[src/core/decode_pkg.sv]
// Constants shared by the instruction decoder and its helpers
package decode_pkg;
  localparam int WORD_W = 32;
  localparam int ADDR_W = 17;
  // Bit 0 of the word (most significant) is index 31 here
  localparam int IND_BIT = 31;
  localparam int OPCODE_MSB = 30;
  localparam int OPCODE_LSB = 24;
  localparam int RSEL_MSB = 23;
  localparam int RSEL_LSB = 20;
  localparam int XSEL_MSB = 19;
  localparam int XSEL_LSB = 17;
  localparam int REF_MSB = 16;
  localparam int REF_LSB = 0;
  localparam int IMM_SIGN = 19;
  localparam int IMM_LSB = 0;
  localparam int OPCODE_W = 7;
  localparam int RSEL_W = 4;
  localparam int XSEL_W = 3;
  localparam logic [ADDR_W-1:0] TRAP_ADDR = 17'h00040;
  // Register map, byte addresses
  localparam int REG_AW = 8;
  localparam logic [REG_AW-1:0] CTRL_OFS = 8'h00;
  localparam logic [REG_AW-1:0] STATUS_OFS = 8'h04;
  localparam logic [REG_AW-1:0] MASK_OFS = 8'h08;
  localparam logic [REG_AW-1:0] LAST_EA_OFS = 8'h0c;
  localparam logic [REG_AW-1:0] LAST_INSTR_OFS = 8'h10;
  localparam int CTRL_EN_BIT = 0;
  localparam logic [0:0] CTRL_RESET = 1'h1;
  localparam int EVENT_W = 3;
  localparam int EV_DONE_BIT = 0;
  localparam int EV_TRAP_BIT = 1;
  localparam int EV_IND_BIT = 2;
  localparam logic [EVENT_W-1:0] STATUS_RESET = 3'h0;
  localparam logic [EVENT_W-1:0] MASK_RESET = 3'h0;
  localparam logic [1:0] RESP_OKAY = 2'h0;
  localparam logic [1:0] RESP_SLVERR = 2'h2;
  typedef enum logic [3:0] {
    ST_IDLE = 4'b0001,
    ST_FETCH = 4'b0010,
    ST_INDEX = 4'b0100,
    ST_DONE = 4'b1000
  } dec_state_t;
endpackage

[src/core/ea_adder.sv]
// Forms the effective address from a base and an index value
`timescale 1ns/1ns
module ea_adder
  import decode_pkg::*;
(
  input wire logic [ADDR_W-1:0] base_in,
  input wire logic [WORD_W-1:0] index_in,
  input wire logic index_en_in,
  input wire logic dword_in,
  output logic [ADDR_W-1:0] ea_out
);
  logic [ADDR_W-1:0] addend;
  logic [ADDR_W-1:0] sum;

  // Zero select means no indexing at all
  assign addend = index_en_in ? index_in[ADDR_W-1:0] : '0; // (RULE5)
  // Carry out of the top address bit is dropped on purpose
  assign sum = base_in + addend; // (RULE17)
  assign ea_out = dword_in ? {sum[ADDR_W-1:1], 1'b0} : sum; // (RULE15)
endmodule

[src/core/instr_decode_ea.sv]
// Instruction decoder with effective address formation and register slave
// Contract
// (RULE1) Opcode is taken from instruction bits 1 to 7, bit 0 most significant.
// (RULE2) Bits 8 to 11 select one of sixteen general registers.
// (RULE3) Bits 15 to 31 are the reference address for memory operands.
// (RULE4) Bits 12 to 14 select index register 1 to 7.
// (RULE5) Nonzero index select adds that register; zero means no indexing.
// (RULE6) Bit 0 is the indirect flag; exactly one indirect level is done.
// (RULE7) Indirect: read word at reference address, use it as address.
// (RULE8) Indirect and indexed: index is added after the pointer fetch.
// (RULE9) Final address goes out as effective address; unmodified equals ref.
// (RULE10) Shift, I/O, read and write direct never use the field for memory.
// (RULE11) Immediate instructions use the word's own operand, no memory, no index.
// (RULE12) Immediate with bit 0 set aborts and traps to location 40 hex.
// (RULE13) Immediate operand bits 12 to 31 are sign extended to 32 bits.
// (RULE14) Immediate instructions still pass on the register select field.
// (RULE15) Doubleword references force the address least significant bit to zero.
// (RULE16) Indirect pointer is the low 17 bits of the fetched word.
// (RULE17) Effective address sum is cut to 17 bits, carry discarded.
//
// Implementation choices: the AXI4-Lite slave port and the placing of the registers.
`timescale 1ns/1ns
module instr_decode_ea
  import decode_pkg::*;
(
  input wire logic ref_clk_in,
  input wire logic reset_n_in,
  input wire logic [WORD_W-1:0] instr_in,
  input wire logic instr_valid_in,
  input wire logic immediate_in,
  input wire logic no_memory_in,
  input wire logic doubleword_in,
  output logic instr_ready_out,
  output logic mem_req_out,
  output logic [ADDR_W-1:0] mem_addr_out,
  input wire logic mem_ack_in,
  input wire logic [WORD_W-1:0] mem_data_in,
  output logic [XSEL_W-1:0] index_select_out,
  input wire logic [WORD_W-1:0] index_data_in,
  output logic [OPCODE_W-1:0] opcode_out,
  output logic [RSEL_W-1:0] reg_select_out,
  output logic [WORD_W-1:0] operand_out,
  output logic [ADDR_W-1:0] ea_out,
  output logic mem_access_out,
  output logic trap_out,
  output logic result_valid_out,
  input wire logic result_ready_in,
  input wire logic [REG_AW-1:0] s_axi_awaddr,
  input wire logic s_axi_awvalid,
  output logic s_axi_awready,
  input wire logic [WORD_W-1:0] s_axi_wdata,
  input wire logic [3:0] s_axi_wstrb,
  input wire logic s_axi_wvalid,
  output logic s_axi_wready,
  output logic [1:0] s_axi_bresp,
  output logic s_axi_bvalid,
  input wire logic s_axi_bready,
  input wire logic [REG_AW-1:0] s_axi_araddr,
  input wire logic s_axi_arvalid,
  output logic s_axi_arready,
  output logic [WORD_W-1:0] s_axi_rdata,
  output logic [1:0] s_axi_rresp,
  output logic s_axi_rvalid,
  input wire logic s_axi_rready,
  output logic irq_out
);
  dec_state_t state;
  dec_state_t next_state;
  logic [WORD_W-1:0] instr;
  logic [WORD_W-1:0] next_instr;
  logic imm;
  logic next_imm;
  logic nomem;
  logic next_nomem;
  logic dword;
  logic next_dword;
  logic [ADDR_W-1:0] base;
  logic [ADDR_W-1:0] next_base;
  logic [ADDR_W-1:0] ea;
  logic [ADDR_W-1:0] next_ea;
  logic mem_acc;
  logic next_mem_acc;
  logic trap;
  logic next_trap;
  logic [EVENT_W-1:0] events;

  logic ind_flag;
  logic [XSEL_W-1:0] xsel;
  logic [ADDR_W-1:0] ref_addr;
  logic [WORD_W-1:0] imm_val;
  logic [ADDR_W-1:0] indexed_ea;

  logic enable;
  logic next_enable;
  logic [EVENT_W-1:0] status;
  logic [EVENT_W-1:0] next_status;
  logic [EVENT_W-1:0] mask;
  logic [EVENT_W-1:0] next_mask;
  logic aw_held;
  logic next_aw_held;
  logic [REG_AW-1:0] aw_addr;
  logic [REG_AW-1:0] next_aw_addr;
  logic w_held;
  logic next_w_held;
  logic [WORD_W-1:0] w_data;
  logic [WORD_W-1:0] next_w_data;
  logic [3:0] w_strb;
  logic [3:0] next_w_strb;
  logic bvalid;
  logic next_bvalid;
  logic [1:0] bresp;
  logic [1:0] next_bresp;
  logic rvalid;
  logic next_rvalid;
  logic [WORD_W-1:0] rdata;
  logic [WORD_W-1:0] next_rdata;
  logic [1:0] rresp;
  logic [1:0] next_rresp;
  logic do_write;
  logic do_read;
  logic status_read;

  // Decoding shared by the read and the write path
  function automatic logic mapped(input logic [REG_AW-1:0] a);
    mapped = (a == CTRL_OFS) || (a == STATUS_OFS) || (a == MASK_OFS) ||
             (a == LAST_EA_OFS) || (a == LAST_INSTR_OFS);
  endfunction

  instr_fields fields (
    .instr_in(instr),
    .indirect_flag_out(ind_flag),
    .opcode_out(opcode_out),
    .reg_select_out(reg_select_out), // (RULE14)
    .index_select_out(xsel),
    .ref_addr_out(ref_addr),
    .imm_operand_out(imm_val)
  );

  ea_adder adder (
    .base_in(base),
    .index_in(index_data_in),
    .index_en_in(xsel != '0), // (RULE5)
    .dword_in(dword),
    .ea_out(indexed_ea)
  );

  assign instr_ready_out = state == ST_IDLE && enable;
  assign mem_req_out = state == ST_FETCH;
  assign mem_addr_out = ref_addr; // (RULE7)
  assign index_select_out = xsel;
  assign operand_out = imm_val; // (RULE11)
  assign ea_out = ea;
  assign mem_access_out = mem_acc;
  assign trap_out = trap;
  assign result_valid_out = state == ST_DONE;

  always_comb begin
    next_state = state;
    next_instr = instr;
    next_imm = imm;
    next_nomem = nomem;
    next_dword = dword;
    next_base = base;
    next_ea = ea;
    next_mem_acc = mem_acc;
    next_trap = trap;
    events = '0;
    unique case (state)
      ST_IDLE: begin
        if (instr_valid_in && enable) begin
          next_instr = instr_in;
          next_imm = immediate_in;
          next_nomem = no_memory_in;
          next_dword = doubleword_in && !immediate_in && !no_memory_in;
          next_base = instr_in[REF_MSB:REF_LSB];
          next_trap = 1'b0;
          next_mem_acc = 1'b0;
          if (immediate_in) begin
            // No fetch and no index; indirect flag aborts it
            if (instr_in[IND_BIT]) begin
              next_trap = 1'b1; // (RULE12)
              next_ea = TRAP_ADDR; // (RULE12)
            end else begin
              next_ea = '0; // (RULE11)
            end
            next_state = ST_DONE;
          end else if (no_memory_in) begin
            // Field is control data, passed on but not a memory address
            next_ea = instr_in[REF_MSB:REF_LSB]; // (RULE10)
            next_state = ST_DONE;
          end else if (instr_in[IND_BIT]) begin
            next_state = ST_FETCH; // (RULE6)
          end else begin
            next_state = ST_INDEX;
          end
        end
      end
      ST_FETCH: begin
        if (mem_ack_in) begin
          // Pointer word is never itself treated as indirect
          next_base = mem_data_in[ADDR_W-1:0]; // (RULE16)
          events[EV_IND_BIT] = 1'b1;
          next_state = ST_INDEX; // (RULE6)
        end
      end
      ST_INDEX: begin
        // Index applied to the fetched pointer if indirect, else to the field
        next_ea = indexed_ea; // (RULE8)
        next_mem_acc = 1'b1; // (RULE9)
        next_state = ST_DONE;
      end
      ST_DONE: begin
        if (result_ready_in) begin
          events[EV_DONE_BIT] = !trap;
          events[EV_TRAP_BIT] = trap;
          next_state = ST_IDLE;
        end
      end
      default: begin
        next_state = ST_IDLE;
      end
    endcase
  end

  always_ff @(posedge ref_clk_in or negedge reset_n_in) begin
    if (!reset_n_in) begin
      state <= ST_IDLE;
      instr <= '0;
      imm <= 1'b0;
      nomem <= 1'b0;
      dword <= 1'b0;
      base <= '0;
      ea <= '0;
      mem_acc <= 1'b0;
      trap <= 1'b0;
    end else begin
      state <= next_state;
      instr <= next_instr;
      imm <= next_imm;
      nomem <= next_nomem;
      dword <= next_dword;
      base <= next_base;
      ea <= next_ea;
      mem_acc <= next_mem_acc;
      trap <= next_trap;
    end
  end

  // Register slave; one write and one read in flight at most
  assign s_axi_awready = !aw_held && !bvalid;
  assign s_axi_wready = !w_held && !bvalid;
  assign s_axi_bvalid = bvalid;
  assign s_axi_bresp = bresp;
  assign s_axi_arready = !rvalid;
  assign s_axi_rvalid = rvalid;
  assign s_axi_rdata = rdata;
  assign s_axi_rresp = rresp;
  assign irq_out = |(status & mask);

  always_comb begin
    next_aw_held = aw_held;
    next_aw_addr = aw_addr;
    next_w_held = w_held;
    next_w_data = w_data;
    next_w_strb = w_strb;
    next_bvalid = bvalid;
    next_bresp = bresp;
    next_rvalid = rvalid;
    next_rdata = rdata;
    next_rresp = rresp;
    next_enable = enable;
    next_mask = mask;
    if (s_axi_awvalid && s_axi_awready) begin
      next_aw_held = 1'b1;
      next_aw_addr = s_axi_awaddr;
    end
    if (s_axi_wvalid && s_axi_wready) begin
      next_w_held = 1'b1;
      next_w_data = s_axi_wdata;
      next_w_strb = s_axi_wstrb;
    end
    do_write = aw_held && w_held && !bvalid;
    if (do_write) begin
      next_aw_held = 1'b0;
      next_w_held = 1'b0;
      next_bvalid = 1'b1;
      next_bresp = mapped(aw_addr) ? RESP_OKAY : RESP_SLVERR;
      // Only the low byte lane carries writable bits
      if (w_strb[0]) begin
        if (aw_addr == CTRL_OFS) begin
          next_enable = w_data[CTRL_EN_BIT];
        end
        if (aw_addr == MASK_OFS) begin
          next_mask = w_data[EVENT_W-1:0];
        end
      end
    end
    if (bvalid && s_axi_bready) begin
      next_bvalid = 1'b0;
    end
    do_read = s_axi_arvalid && s_axi_arready;
    status_read = do_read && s_axi_araddr == STATUS_OFS;
    if (do_read) begin
      next_rvalid = 1'b1;
      next_rresp = mapped(s_axi_araddr) ? RESP_OKAY : RESP_SLVERR;
      unique case (s_axi_araddr)
        CTRL_OFS: next_rdata = {{(WORD_W-1){1'b0}}, enable};
        STATUS_OFS: next_rdata = {{(WORD_W-EVENT_W){1'b0}}, status};
        MASK_OFS: next_rdata = {{(WORD_W-EVENT_W){1'b0}}, mask};
        LAST_EA_OFS: next_rdata = {{(WORD_W-ADDR_W){1'b0}}, ea};
        LAST_INSTR_OFS: next_rdata = instr;
        default: next_rdata = '0;
      endcase
    end
    if (rvalid && s_axi_rready) begin
      next_rvalid = 1'b0;
    end
    // Read clears, but an event in the same cycle survives
    next_status = (status_read ? '0 : status) | events;
  end

  always_ff @(posedge ref_clk_in or negedge reset_n_in) begin
    if (!reset_n_in) begin
      aw_held <= 1'b0;
      aw_addr <= '0;
      w_held <= 1'b0;
      w_data <= '0;
      w_strb <= '0;
      bvalid <= 1'b0;
      bresp <= RESP_OKAY;
      rvalid <= 1'b0;
      rdata <= '0;
      rresp <= RESP_OKAY;
      enable <= CTRL_RESET[0];
      status <= STATUS_RESET;
      mask <= MASK_RESET;
    end else begin
      aw_held <= next_aw_held;
      aw_addr <= next_aw_addr;
      w_held <= next_w_held;
      w_data <= next_w_data;
      w_strb <= next_w_strb;
      bvalid <= next_bvalid;
      bresp <= next_bresp;
      rvalid <= next_rvalid;
      rdata <= next_rdata;
      rresp <= next_rresp;
      enable <= next_enable;
      status <= next_status;
      mask <= next_mask;
    end
  end
endmodule

[src/core/instr_fields.sv]
// Splits an instruction word into its fields
`timescale 1ns/1ns
module instr_fields
  import decode_pkg::*;
(
  input wire logic [WORD_W-1:0] instr_in,
  output logic indirect_flag_out,
  output logic [OPCODE_W-1:0] opcode_out,
  output logic [RSEL_W-1:0] reg_select_out,
  output logic [XSEL_W-1:0] index_select_out,
  output logic [ADDR_W-1:0] ref_addr_out,
  output logic [WORD_W-1:0] imm_operand_out
);
  localparam int IMM_W = IMM_SIGN - IMM_LSB + 1;

  assign indirect_flag_out = instr_in[IND_BIT]; // (RULE6)
  assign opcode_out = instr_in[OPCODE_MSB:OPCODE_LSB]; // (RULE1)
  assign reg_select_out = instr_in[RSEL_MSB:RSEL_LSB]; // (RULE2)
  assign index_select_out = instr_in[XSEL_MSB:XSEL_LSB]; // (RULE4)
  assign ref_addr_out = instr_in[REF_MSB:REF_LSB]; // (RULE3)
  // Sign bit copied into all upper bits
  assign imm_operand_out = {{(WORD_W-IMM_W){instr_in[IMM_SIGN]}},
                            instr_in[IMM_SIGN:IMM_LSB]}; // (RULE13)
endmodule
[config.mk]
export PLATFORM = sky130hd
export DESIGN_NAME = instr_decode_ea
export DESIGN_NICKNAME = d
export VERILOG_FILES = /design/src/core/decode_pkg.sv /design/src/core/ea_adder.sv /design/src/core/instr_decode_ea.sv /design/src/core/instr_fields.sv
export SDC_FILE = /design/constraint.sdc
export NUM_CORES = 1
export LEC_CHECK = 0
export BUFFER_PORTS_ARGS = -buffer_cell sky130_fd_sc_hd__buf_4
export CORE_MARGIN = 4
export CORE_UTILIZATION = 53
export DETAILED_ROUTE_END_ITERATION = 8
export PLACE_DENSITY = 0.83
export SYNTH_ARGS = -nofsm -noshare
export SYNTH_HDL_FRONTEND = slang
export SYNTH_HIERARCHICAL = 1
export SYNTH_SLANG_ARGS = --single-unit
export TNS_END_PERCENT = 10
[constraint.sdc]
create_clock -name ref_clk_in -period 7.7 [get_ports ref_clk_in]
set_input_delay 0.385 -clock ref_clk_in [delete_from_list [all_inputs] [get_ports ref_clk_in]]
set_output_delay 0.385 -clock ref_clk_in [all_outputs]
set_load 0.05 [all_outputs]
### After elaboration in Yosys (flattened, before gate mapping)

Cells that the tools add are included.

| storage, ports and cells | value |
|---|---|
| register bits | 132 |
| output and inout bits | 127 |
| logic and storage cells | 122 |

| operators by class | value |
|---|---|
| $add $sub $neg | 1 |
| equality and inequality tests | 16 |
| muxes and demuxes | 37 |
| bitwise gates (word level) | 2 |
| reductions and logical operators | 46 |

Operators with widths:

| cell | number |
|---|---|
| 32-bit case mux with 5 select lines | 1 |
| 17-bit 2-to-1 mux | 6 |
| 17-bit case mux with 2 select lines | 2 |
| 8-bit by 4-bit == test with 1-bit output, second input constant | 4 |
| 4-bit 2-to-1 mux | 5 |
| 17-bit adder | 1 |
| 8-bit by 3-bit == test with 1-bit output, second input constant | 2 |
| 8-bit by 5-bit == test with 1-bit output, second input constant | 2 |
| 8-bit zero test | 2 |
| 4-bit case mux with 4 select lines | 1 |
| 3-bit AND reduction | 5 |
| 1-bit logical AND | 14 |
| 1-bit 2-to-1 mux | 14 |
| 2-bit nonzero test | 6 |
| 1-bit logical OR | 8 |
| 2-bit 2-to-1 mux | 4 |
| 1-bit zero test | 7 |
| 7-bit 2-to-1 mux | 1 |
| 3-bit 2-to-1 mux | 2 |
| 2-bit by 1-bit inequality test with 1-bit output, second input constant | 3 |
| 4-bit by 1-bit == test with 1-bit output, second input constant | 1 |
| 4-bit by 2-bit == test with 1-bit output, second input constant | 1 |
| 4-bit by 3-bit == test with 1-bit output, second input constant | 1 |
| 4-bit == test, second input constant | 1 |
| other kinds (7) | 8 |

### Depth between registers and ports, before layout

| depth | value |
|---|---|
| depth in word-level cells | 6 |
| mapped depth | 13 |

### Modules after synthesis

The synthesis kept the hierarchy.

Modules (own cells, without submodules):

| module | instances | cells each | area an instance (sq um) | sequential area each (sq um) |
|---|---|---|---|---|
| instr_decode_ea | 1 | 544 | 5,710.5 | 3,255.6 |
| ea_adder | 1 | 121 | 943.4 | 0.0 |
| instr_fields | 1 | 64 | 480.5 | 0.0 |

### Least setup slack after synthesis

No wires, ideal clock.

| timing path | value |
|---|---|
| kind | flip-flop to flip-flop |
| start | register instr[19] |
| end | register ea[14] (netlist: ea_out[14]) |
| library setup time | 124 ps |
| data arrival time | 3,257 ps |
| data required time | 7,576 ps |
| slack | 4,319 ps |
| stages on the path, launching flop included | 14 |
| path buffers | 2 |
| period minus slack after synthesis | 3,381 ps |
| cell sequence | dfrtp_1 > buf_4 > or3_1 > clkbuf_1 > and2_1 > ha_1 > fa_1 > a211oi_2 > o21ai_2 > o221a_4 > a2111oi_4 > nor3_2 > a21oi_1 > mux2i_1 |

| between the ends | value |
|---|---|
| longest elaborated chain between the ends | 4 |

RTL lines:

| what | RTL line | source |
|---|---|---|
| start: declaration | instr_decode_ea.sv:69 | `logic [WORD_W-1:0] instr;` |
| start signal: assignment | instr_decode_ea.sv:238 | `instr <= next_instr;` |
| 3-bit nonzero test | instr_decode_ea.sv:142 | `.index_en_in(xsel != '0),` |
| 17-bit 2-to-1 mux | ea_adder.sv:16 | `assign addend = index_en_in ? index_in[ADDR_W-1:0] : '0;` |
| 17-bit adder | ea_adder.sv:18 | `assign sum = base_in + addend;` |
| named net indexed_ea[14] | instr_decode_ea.sv:91 | `logic [ADDR_W-1:0] indexed_ea;` |
| 17-bit case mux with 2 select lines | instr_decode_ea.sv:168 | `unique case (state)` |
| end signal: assignment | instr_decode_ea.sv:243 | `ea <= next_ea;` |
| end: declaration | instr_decode_ea.sv:79 | `logic [ADDR_W-1:0] ea;` |

The timed path passes the listed nets, and every way through them passes these cells.
A chain may end at the register's enable or synchronous reset.

### Worst setup path after layout

Ends and elaborated chain as after synthesis.

==> impl_metrics.env <==
export IMPL_initial_utilization_pct=54.0
export IMPL_syn_to_final_growth_pct=27.5
export IMPL_clk_pin_slew_ns=0.06
export IMPL_skew_ns=0.00746
export IMPL_synth_warnings=6
export IMPL_cts_max_level=4
export IMPL_cts_made_buffers=17
export IMPL_cellLeakagePower_nw=4.70
export IMPL_drt_first_pass_iters=5
export IMPL_clkSinkCount=130
export IMPL_die_area_um2=15400
export IMPL_ir_drop_mv=0.260
export IMPL_die_w_um=124
export IMPL_cap_violations=0
export IMPL_cts_repair_resized=0
export IMPL_ant_nets=0
export IMPL_globalRouteOverflowTotal=0
export IMPL_reg2reg_slack_ns=4.07
export IMPL_vias=5850
export IMPL_synthCells=728
export IMPL_hold_viol_final=0
export IMPL_die_h_um=124
export IMPL_antenna_found_initial=0
export IMPL_drc=0
export IMPL_worst_slew_margin_rel_pct=31.0
export IMPL_port_buffers=223
export IMPL_cts_buffer_depth=2
export IMPL_outcome="finished, final reports clean"
export IMPL_clock_latency_ns=0.42
export IMPL_met2_length_um=9440
export IMPL_route_met3_wl_um=1720
export IMPL_layout_min_cycle_time_ns=3.63
export IMPL_highest_layer="met4"
export IMPL_post_route_period_util_pct=47.2
export IMPL_track_usage_pct=25.2
export IMPL_max_freq_ghz=0.275
export IMPL_grt_pass1_wl_um=29600
export IMPL_critPathLaunchType="flip-flop"
export IMPL_place_ws_ns=4.12
export IMPL_place_congestion=0.894
export IMPL_fin_nets=1060
export IMPL_rsz0062_at_grt="false"
export IMPL_coreArea_um2=13200
export IMPL_power_density_nw_per_um2=426
export IMPL_io_pin_count=288
export IMPL_wirelength_met1_um=7830
export IMPL_tns_ns=0
export IMPL_wl_per_cell_um=18.0
export IMPL_root_buffer="clkbuf_16"
export IMPL_first_global_vias=5654
export IMPL_syn_avg_cell_area_um2=9.79
export IMPL_drive_gt1_share_pct=33.6
export IMPL_cts_tree="yes"
export IMPL_tightest_slew_ns=1.04
export IMPL_slew_viol_final=0
export IMPL_worst_path_max_fanout=17
export IMPL_setup_viol=0
export IMPL_postCtsSetupBuffers=0
export IMPL_dp_hpwl_um=14000
export IMPL_rows=42
export IMPL_end_kind="flip-flop"
export IMPL_hold_path_class="in2reg"
export IMPL_syn_cell_area_um2=7130
export IMPL_drt_total_wl_um=19300
export IMPL_required_ns=7.96
export IMPL_diodes=0
export IMPL_viasPerCell=5.46
export IMPL_setup_ws_ns=4.07
export IMPL_grt_max_degree=69
export IMPL_crit_arrival_ns=3.89
export IMPL_first_iter_violations=429
export IMPL_crit_type="reg2reg"
final cells by class:
type / count / area, µm²
clock buffer: 21 / 460
clock inverter: 11 / 128
fill: 1061 / 4100
inverter: 25 / 93.8
multi-input combinational: 476 / 3180
sequential: 130 / 3260
tap: 176 / 220
timing repair buffer: 232 / 1750
routing by layer:
| metal | vias up | track usage, % |
|---|---|---|
| met1 | 2834 | 32.0 |
| li1 | 2767 | - |
| met3 | 29 | 7.31 |
| met4 | 0 | 7.39 |
| met5 | - | 0 |
| met2 | 220 | 42.2 |
worst paths after layout:
check,startpoint,end,depth (start not counted)
min in group asynchronous,reset_n_in,base[8],2
hold / removal,s_axi_bready,s_axi_bvalid,2
setup reg to reg,instr[19],ea_out[14],11
hold reg to reg,s_axi_bresp[1],s_axi_bresp[1],1
setup / recovery,instr[19],ea_out[14],11
max in group asynchronous,reset_n_in,instr[7],3
flip-flops by register name (all words and copies together) (netlist names), 3 cells and up:
name / count
state: 4
mask: 3
aw_addr: 8
w_data: 3
status: 3
instr: 32
base: 17
s_axi_rdata: 32
ea_out: 17
worst max-delay path: stages (launching register included):
cell and delay, ns:
dfrtp_1 0.56, or3_1 0.64, and2_1 0.26, ha_1 0.21, fa_1 0.45, a211oi_2 0.29
o21ai_2 0.13, o221a_4 0.32, a2111oi_4 0.31, nor3_2 0.08, a21oi_1 0.12, mux2i_1 0.08
metrics by stage:
| stage | cell area [µm²] | cells | utilization (%) | power [mW] | hold slack [ns] |
|---|---|---|---|---|---|
| finish | 9090 | 1071 | 68.9 | 3.87 | 0.140 |
| global route | 9090 | 1071 | 68.9 | 4.08 | 0.123 |
| CTS | 9090 | 1071 | 68.9 | 3.89 | 0.123 |
| detailed placement | 8490 | 1038 | 64.4 | 3.08 | 0.424 |
| global placement | 8490 | 1038 | 64.4 | 3.05 | 0.424 |
| floorplan | 7130 | 729 | - | 2.70 | 0.0894 |
cell usage in the layout (no fill, tap or decap), drive strengths merged, types with 5 or more instances in the layout:
cell type,n
buf,231
nand2,149
dfrtp,128
o21ai,44
mux2i,38
a21oi,35
inv,27
and2,22
clkbuf,21
a22o,17
nor3b,17
a22oi,16
ha,16
mux2,16
nor2,9
xnor2,8
a21o,8
nand3,7
xor2,5
o211ai,5
repair_timing:
| item | CTS | global route |
|---|---|---|
| hold endpoints to repair | 67 | 0 |
| hold buffers | 1 | 0 |
| endpoints found under the setup margin | 0 | 0 |
where the power goes:
group          switching, mW  internal (mW)
logic                   1.30          0.664
clock network          0.300          0.495
registers              0.208          0.901
total                   1.81           2.06
No activity file was read; power rests on OpenSTA's default activity.
